### config.mk
export PLATFORM = sky130hd
export DESIGN_NAME = aic_inject_ctrl
export DESIGN_NICKNAME = d
export VERILOG_FILES = /design/src/aic_inject_ctrl.v /design/src/aic_conv_timer.v
export VERILOG_INCLUDE_DIRS = /design/src
export SDC_FILE = /design/constraint.sdc
export NUM_CORES = 1
export LEC_CHECK = 0
export ABC_AREA = 1
export CAP_MARGIN = 30
export CORE_ASPECT_RATIO = 1.25
export CORE_MARGIN = 5
export CORE_UTILIZATION = 60
export CTS_CLUSTER_DIAMETER = 120
export CTS_CLUSTER_SIZE = 16
export DETAILED_ROUTE_END_ITERATION = 7
export DONT_BUFFER_PORTS = 1
export GPL_TIMING_DRIVEN = 0
export PLACE_DENSITY = 0.76
export SYNTH_ARGS = -nofsm -noshare
export SYNTH_HDL_FRONTEND = slang
export SYNTH_SLANG_ARGS = --single-unit
### constraint.sdc
create_clock -name I_MCLK -period 1.6 [get_ports I_MCLK]
set_input_delay 0.16 -clock I_MCLK [delete_from_list [all_inputs] [get_ports I_MCLK]]
set_output_delay 0.16 -clock I_MCLK [all_outputs]
set_load 0.005 [all_outputs]
### src/aic_regs.vh
// aic_regs.vh: constants for the injection control block
// assumes inclusion by bare name from the design files
`ifndef AIC_REGS_VH
`define AIC_REGS_VH

// width of one conversion result
`define AIC_RES_W        10
// conversion time in ns and derived cycle count at 10 ns per cycle
`define AIC_CONV_NS      3000
`define AIC_CLK_NS       10
`define AIC_CONV_CYC     ((`AIC_CONV_NS + `AIC_CLK_NS - 1) / `AIC_CLK_NS)
// reset values
`define AIC_RES_RST      10'h000
`define AIC_CH_RST       5'h00
// channel field width
`define AIC_CH_W         5

`endif

### src/aic_inject_ctrl.v
// aic_inject_ctrl.v: channel injection control for the converter
// assumes the analog front end samples o_CONV_CH while o_CONV_BUSY is high
// and returns its value on I_CONV_DATA at the end of the conversion
`timescale 1ns/1ps
`default_nettype none
`include "aic_regs.vh"

// Function
// software enables wait-for-read before injecting
// injection converts one channel, mode kept
// done: result register loaded, flag, irq
// full holding register suspends next conversion
// extra injection result waits in holding
// injection result read refills and re-interrupts
// capture/compare channel 31 may trigger
// toggling wait-for-read resumes stalled converter
// reader should read injection result twice
// software must avoid two injections unread
// flag sticky, set wins over clear
module aic_inject_ctrl #(
    parameter integer RES_W    = `AIC_RES_W,    // result width
    parameter integer CH_W     = `AIC_CH_W,     // channel field width
    parameter integer CONV_CYC = `AIC_CONV_CYC  // cycles per conversion
) (
    // clock and reset
    input  wire             I_MCLK,
    input  wire             I_NRST,
    // mode control
    input  wire             I_WAIT_READ_EN,      // wait-for-result-read mode
    input  wire             I_STD_RUN,           // standard mode requests
    input  wire [CH_W-1:0]  I_STD_CH,            // standard channel
    // injection requests
    input  wire             I_INJ_SW_REQ,        // software request pulse
    input  wire             I_INJECTION_TRIGGER_CHANNEL, // cap/cmp ch 31
    input  wire [CH_W-1:0]  I_INJ_CH,            // injected channel
    // reader side
    input  wire             I_STD_RD,            // standard result read
    input  wire             I_INJ_RD,            // injection result read
    input  wire             I_FLAG_CLR,          // software or acknowledge
    // analog front end
    input  wire [RES_W-1:0] I_CONV_DATA,
    output wire             o_CONV_BUSY,
    output reg  [CH_W-1:0]  o_CONV_CH,
    // results
    output reg  [RES_W-1:0] o_STANDARD_RESULT_REG,
    output reg  [RES_W-1:0] o_INJECTION_RESULT_REG,
    output reg              o_INJECTION_DONE_FLAG,
    output reg              o_INJECTION_DONE_IRQ,
    output reg              o_HOLD_FULL
);
    // conversion engine states, one-hot; each decode still compares all three bits
    // idle: waiting for a request and a free holding register
    // conv: the front end converts the channel on o_CONV_CH
    // done: one cycle in which the front end data is stored
    localparam [2:0] SQ_IDLE = 3'b001;
    localparam [2:0] SQ_CONV = 3'b010;
    localparam [2:0] SQ_DONE = 3'b100;

    reg  [2:0]       state_q;            // engine state
    reg              cur_inj_q;          // current conversion is injected
    reg              inj_pend_q;         // injection request latched
    reg  [CH_W-1:0]  inj_ch_q;           // latched injected channel
    reg              std_full_q;         // standard result unread
    reg              inj_full_q;         // injection result unread
    reg  [RES_W-1:0] hold_q;             // temporary holding register
    reg              hold_inj_q;         // holding register owns injection
    reg              wait_q;             // previous wait-mode level
    reg              res_done_q;         // sample point of conversion end
    wire             tmr_done;
    wire             inj_req;
    wire             start;
    wire             wait_fall;

    // hardware trigger from the capture/compare unit or software
    assign inj_req   = I_INJ_SW_REQ | I_INJECTION_TRIGGER_CHANNEL;
    // leaving wait mode frees a stalled converter
    assign wait_fall = wait_q & ~I_WAIT_READ_EN;

    // start only while the holding register is free; a pending
    // injection wins over the standard mode, which simply resumes later
    assign start = (state_q == SQ_IDLE) && !o_HOLD_FULL &&
                   (inj_pend_q || I_STD_RUN);
    // busy is decoded from the state so the front end sees it at once
    assign o_CONV_BUSY = (state_q == SQ_CONV);

    // counts the conversion time
    aic_conv_timer #(
        .CYC    (CONV_CYC)
    ) u_tmr (
        .i_clk  (I_MCLK),
        .i_nrst (I_NRST),
        .i_start(start),
        .o_busy (),
        .o_done (tmr_done)
    );

    // latch injection requests; one outstanding request is remembered
    // a request arriving while one is pending overwrites the channel,
    // so software must not stack requests faster than results are read
    always @(posedge I_MCLK or negedge I_NRST) begin
        if (!I_NRST) begin
            inj_pend_q <= 1'b0;
            inj_ch_q   <= `AIC_CH_RST;
            wait_q     <= 1'b0;
        end else begin
            wait_q <= I_WAIT_READ_EN;
            if (inj_req) begin
                inj_pend_q <= 1'b1;
                inj_ch_q   <= I_INJ_CH;
            end else if (start && inj_pend_q) begin
                inj_pend_q <= 1'b0;  // injection takes priority
            end
        end
    end

    // conversion sequencer; injection never alters the standard mode
    // the standard channel is sampled afresh at each start, so an
    // injection in between leaves the scan sequence untouched
    always @(posedge I_MCLK or negedge I_NRST) begin
        if (!I_NRST) begin
            state_q    <= SQ_IDLE;
            cur_inj_q  <= 1'b0;
            o_CONV_CH  <= `AIC_CH_RST;
            res_done_q <= 1'b0;
        end else begin
            res_done_q <= 1'b0;
            case (state_q)
                SQ_IDLE: begin
                    if (start) begin
                        state_q   <= SQ_CONV;
                        cur_inj_q <= inj_pend_q;
                        o_CONV_CH <= inj_pend_q ? inj_ch_q : I_STD_CH;
                    end
                end
                SQ_CONV: begin
                    // the timer shares the start pulse, so both end together
                    if (tmr_done) begin
                        state_q    <= SQ_DONE;
                        res_done_q <= 1'b1;
                    end
                end
                SQ_DONE: begin
                    state_q <= SQ_IDLE;  // one cycle to store result
                end
                default: begin
                    state_q <= SQ_IDLE;  // illegal code, recover to idle
                end
            endcase
        end
    end

    // result storage, holding register and interrupt generation
    // the holding register is shared by both result kinds; hold_inj_q
    // records whose value it carries so only the matching read, or leaving wait mode, frees it
    always @(posedge I_MCLK or negedge I_NRST) begin
        if (!I_NRST) begin
            o_STANDARD_RESULT_REG  <= `AIC_RES_RST;
            o_INJECTION_RESULT_REG <= `AIC_RES_RST;
            hold_q                 <= `AIC_RES_RST;
            hold_inj_q             <= 1'b0;
            o_HOLD_FULL            <= 1'b0;
            std_full_q             <= 1'b0;
            inj_full_q             <= 1'b0;
            o_INJECTION_DONE_IRQ   <= 1'b0;
        end else begin
            o_INJECTION_DONE_IRQ <= 1'b0;
            // reads empty the result registers
            if (I_STD_RD) begin
                std_full_q <= 1'b0;
            end
            if (I_INJ_RD) begin
                inj_full_q <= 1'b0;
            end
            // read of injection result refills from holding and interrupts
            if (I_INJ_RD && o_HOLD_FULL && hold_inj_q) begin
                o_INJECTION_RESULT_REG <= hold_q;
                inj_full_q             <= 1'b1;
                o_HOLD_FULL            <= 1'b0;
                o_INJECTION_DONE_IRQ   <= 1'b1;
            end else if (I_STD_RD && o_HOLD_FULL && !hold_inj_q) begin
                o_STANDARD_RESULT_REG <= hold_q;
                std_full_q            <= 1'b1;
                o_HOLD_FULL           <= 1'b0;
            end else if (wait_fall) begin
                o_HOLD_FULL <= 1'b0;  // recovery drops the held value
            end
            // new result: to result register or into holding register
            if (res_done_q) begin
                if (cur_inj_q) begin
                    if (inj_full_q && !I_INJ_RD && I_WAIT_READ_EN) begin
                        hold_q      <= I_CONV_DATA;
                        hold_inj_q  <= 1'b1;
                        o_HOLD_FULL <= 1'b1;
                    end else begin
                        o_INJECTION_RESULT_REG <= I_CONV_DATA;
                        inj_full_q             <= 1'b1;
                        o_INJECTION_DONE_IRQ   <= 1'b1;
                    end
                end else begin
                    if (std_full_q && !I_STD_RD && I_WAIT_READ_EN) begin
                        hold_q      <= I_CONV_DATA;
                        hold_inj_q  <= 1'b0;
                        o_HOLD_FULL <= 1'b1;
                    end else begin
                        o_STANDARD_RESULT_REG <= I_CONV_DATA;
                        std_full_q            <= 1'b1;
                    end
                end
            end
        end
    end

    // sticky completion flag: a new completion beats a clear
    // a clear that meets a completion is dropped on purpose, so the
    // reader never loses track of a freshly stored result
    always @(posedge I_MCLK or negedge I_NRST) begin
        if (!I_NRST) begin
            o_INJECTION_DONE_FLAG <= 1'b0;
        end else if (o_INJECTION_DONE_IRQ) begin
            o_INJECTION_DONE_FLAG <= 1'b1;
        end else if (I_FLAG_CLR) begin
            o_INJECTION_DONE_FLAG <= 1'b0;
        end
    end
endmodule

`default_nettype wire

### src/aic_conv_timer.v
// aic_conv_timer.v: conversion duration counter
// assumes a single clock; start is ignored while busy
`timescale 1ns/1ps
`default_nettype none

module aic_conv_timer #(
    parameter integer CYC = 300     // cycles per conversion
) (
    // clock and reset
    input  wire        i_clk,
    input  wire        i_nrst,
    // control
    input  wire        i_start,
    output reg         o_busy,
    output wire        o_done
);
    localparam integer CW = 16;
    reg [CW-1:0] cnt_q;              // remaining cycles

    // single-cycle done when the count expires
    assign o_done = o_busy && (cnt_q == {{(CW-1){1'b0}}, 1'b1});

    // load on start, count down while busy
    always @(posedge i_clk or negedge i_nrst) begin
        if (!i_nrst) begin
            cnt_q  <= 16'h0000;
            o_busy <= 1'b0;
        end else if (o_busy) begin
            cnt_q  <= cnt_q - 16'h0001;
            if (o_done) begin
                o_busy <= 1'b0;      // conversion finished
            end
        end else if (i_start) begin
            cnt_q  <= CYC[CW-1:0];
            o_busy <= 1'b1;
        end
    end
endmodule

`default_nettype wire

==> impl_metrics.toml <==
[floorplanning]
die_y_microns = 91.96
die_area_sq_um = 6949
dieWidth_microns = 75.57
core_sq_um = 5152
rows = 29
io_pins = 58
start_util_pct = 62.58

[sta]
hold_ws_ps = -496.0
final_hold_viol_count = 70
setup_violations = 0
grt_setup_unrepaired = "no"
finalMaxSlewViolations = 0
relSlewSlack_pct = 66.51
fin_skew_ps = 8.278
period_needed_ps = 1437
finalCritPeriodShare_pct = 89.80
finalSetupTns_ps = 0
max_freq_mhz = 696.0
fin_ws_ps = 163.2
tightest_slew_ps = 502.4

[route]
routedWlPerCell_microns = 15.79
firstDrtPassIters = 5
route.final.wire_length_microns = 7343
drc = 0
vias = 2661
drt_iter0_drc = 128
drtAntennaViolNets = 0
viasPerCell = 5.723

[cts]
cts_tree = "done"
path_clk_slew_ps = 80
postCtsSetupRepairBufs = 0
insertion_delay_ps = 340
ctsHoldBuffers = 17
numCtsBuffers = 9
ctsHtreeMaxLevel = 3
cts_buffer_depth = 2
cts.sinks = 70
cts-root-buf = "clkbuf_8"

[logic_synthesis]
syn_inst = 370
yosysSeqAreaShare_pct = 54.37
synthesis.nets = 401
synth.avg_cell_area_sq_um = 8.714
yosysTopAreaCell = "dfrtp_1"
yosys-top-cells-area = "dfrtp_1 54%, nand2_1 13%, nand3_1 5.3%"
ys.warnings.count = 0
yosys_register_bits = 70
synth_top_area_share_pct = 53.55
synthDistinctLibCells = 29
netlist_area_sq_um = 3224

[finish]
antenna_cells = 0
regArea_sq_um = 1753
syn_to_final_growth_pct = 14.75
num-fill-cells = 388
multiInputGateArea_sq_um = 1284
fin_nets = 429
layoutNonFillerInstCount = 465
drive_gt1_share_pct = 11.91

[power]
power-per-cell-area_nw_per_um2 = 937.1
p_sw_share_pct = 20.63
ir_worst_vdd_mv = 0.6219
switchingPower_mw = 0.7155
power_mw = 3.467
power.internal_mw = 2.752
p_leak_nw = 1.854
pwr-share-comb_pct = 2.2
p_clk_share_pct = 45.8
share_seq_of_total_power_pct = 52.0

[global_routing]
grt_pass1_vias = 2707
grt.overflow.total = 0
grt_pass1_wl_microns = 12610
antenna_found_initial = 0
grtUsageTotal_pct = 23.48
grt_max_degree = 71

[run_status]
violations = "hold timing"
status = "finished with violations"

[flow_run]
max_cap_violations = 0

[setup_path]
critPathLaunchType = "flip-flop"
end_kind = "flip-flop"
cp_max_fo = 10
worstPathRequired_ps = 1820
crit_type = "reg -> reg"
worstPathArrival_ps = 1660

[hold_path]
hp-class = "in -> async"

[placed_design]
dpl.hpwl_microns = 4956
gp_congestion = 0.8548
dp_slack_ps = 134.8
place_inst = 432
io_buffer_count = 0
## power by group through the flow
| stage | clock network, mW | logic, mW | registers, mW |
|---|---|---|---|
| 6_report | 1.59 | 0.0762 | 1.80 |
| 5_1_grt | 1.70 | 0.0851 | 1.81 |
| 4_1_cts | 1.62 | 0.0753 | 1.80 |
| 3_5_place_dp | 0 | 0.0342 | 1.84 |
| 3_3_place_gp | 0 | 0.0317 | 1.84 |
| 2_1_floorplan | 0 | 0.0291 | 1.83 |
## Yosys cell counts, drive strengths merged
cell and count:
a31oi 20, buf 11, clkbuf 2, clkinv 2, dfrtp 69, dfstp 1
ha 2, inv 25, mux2 5, mux2i 5, nand2 111, nand3 36
nand3b 4, nand4 7, nor2 46, nor3 3, o21ai 17, o21bai 1
o22ai 1, or2 2
## registers in the layout (all words and copies together), names as in the netlist
register / flops
u_tmr.o_busy: 1
inj_ch_q: 5
cur_inj_q: 1
inj_pend_q: 1
o_INJECTION_DONE_IRQ: 1
o_INJECTION_RESULT_REG: 10
o_STANDARD_RESULT_REG: 10
state_q: 3
res_done_q: 1
o_CONV_CH: 5
hold_q: 10
o_HOLD_FULL: 1
u_tmr.cnt_q: 16
std_full_q: 1
o_INJECTION_DONE_FLAG: 1
hold_inj_q: 1
inj_full_q: 1
wait_q: 1
## worst paths after layout
| check | cells after the start | slack, ps | end | start |
|---|---|---|---|---|
| worst max-delay path | 4 | 160 | o_INJECTION_RESULT_REG[3] | o_HOLD_FULL |
| worst min-delay path | 0 | -500 | o_CONV_CH[0] | I_NRST |
| worst max register to register | 4 | 160 | o_INJECTION_RESULT_REG[3] | o_HOLD_FULL |
| worst min register to register | 2 | 490 | state_q[0] | state_q[0] |
| max in group asynchronous | 0 | 1920 | state_q[0] | I_NRST |
| min in group I_MCLK | 3 | 30 | inj_full_q | I_INJ_RD |
## critical path: stages (launching register included)
cell	delay, ps
dfrtp_1	480
nand3_1	250
clkinv_1	340
nand2_1	160
a31oi_1	80
## layer usage
layer,part of all wire [%],global-route usage [%]
met5,0,0
met4,2.4,8.455
met3,6.0,7.440
met2,51,38.26
met1,41,28.81
## cell families (layout without fill, tap and decap cells)
family          count (synthesis)  in the layout  share of synthesized area [%]
simple gates                  209            209                          28.17
flops                          70             70                          54.37
buf+inv                        40             73                          5.976
compound gates                 39             39                          7.412
mux                            10             10                          3.298
fa+ha+maj                       2              2                         0.7760
## final cells by class
| class | instances | area share (%) |
|---|---|---|
| sequential | 70 | 47.38 |
| timing repair buffer | 17 | 4.599 |
| inverter | 27 | 2.739 |
| buffer | 13 | 2.469 |
| clock inverter | 6 | 2.300 |
| clock buffer | 10 | 3.720 |
| tap | 62 | 2.097 |
| multi-input combinational | 260 | 34.70 |
## stage by stage
stage	area, sq um	utilization [%]	hold slack (ps)
after floorplan	3224	-	-135.6
after global placement	3302	64.08	-133.9
after detailed placement	3302	64.08	-134.0
after CTS	3695	71.71	-512.6
after global routing	3700	71.81	-519.7
final	3700	71.81	-496.0
## what timing repair did
action	4_1_cts	5_1_grt
setup endpoints to repair	0	1
hold endpoints to repair	107	70
resized for setup	0	2
## cells in the final DEF (no fill, tap or decap), drive strengths merged
cell type	netlist	final
nand2	111	111
dfrtp	69	69
nor2	46	46
nand3	36	36
inv	25	25
a31oi	20	20
dlygate4sd3	0	17
o21ai	17	17
clkbuf	2	12
buf	11	11
nand4	7	7
mux2	5	5
mux2i	5	5
nand3b	4	4
clkinv	2	4
nor3	3	3
ha	2	2
bufinv	0	2
clkinvlp	0	2
or2	2	2
o22ai	1	1
o21bai	1	1
dfstp	1	1
No activity file was read; power rests on OpenSTA's default activity.
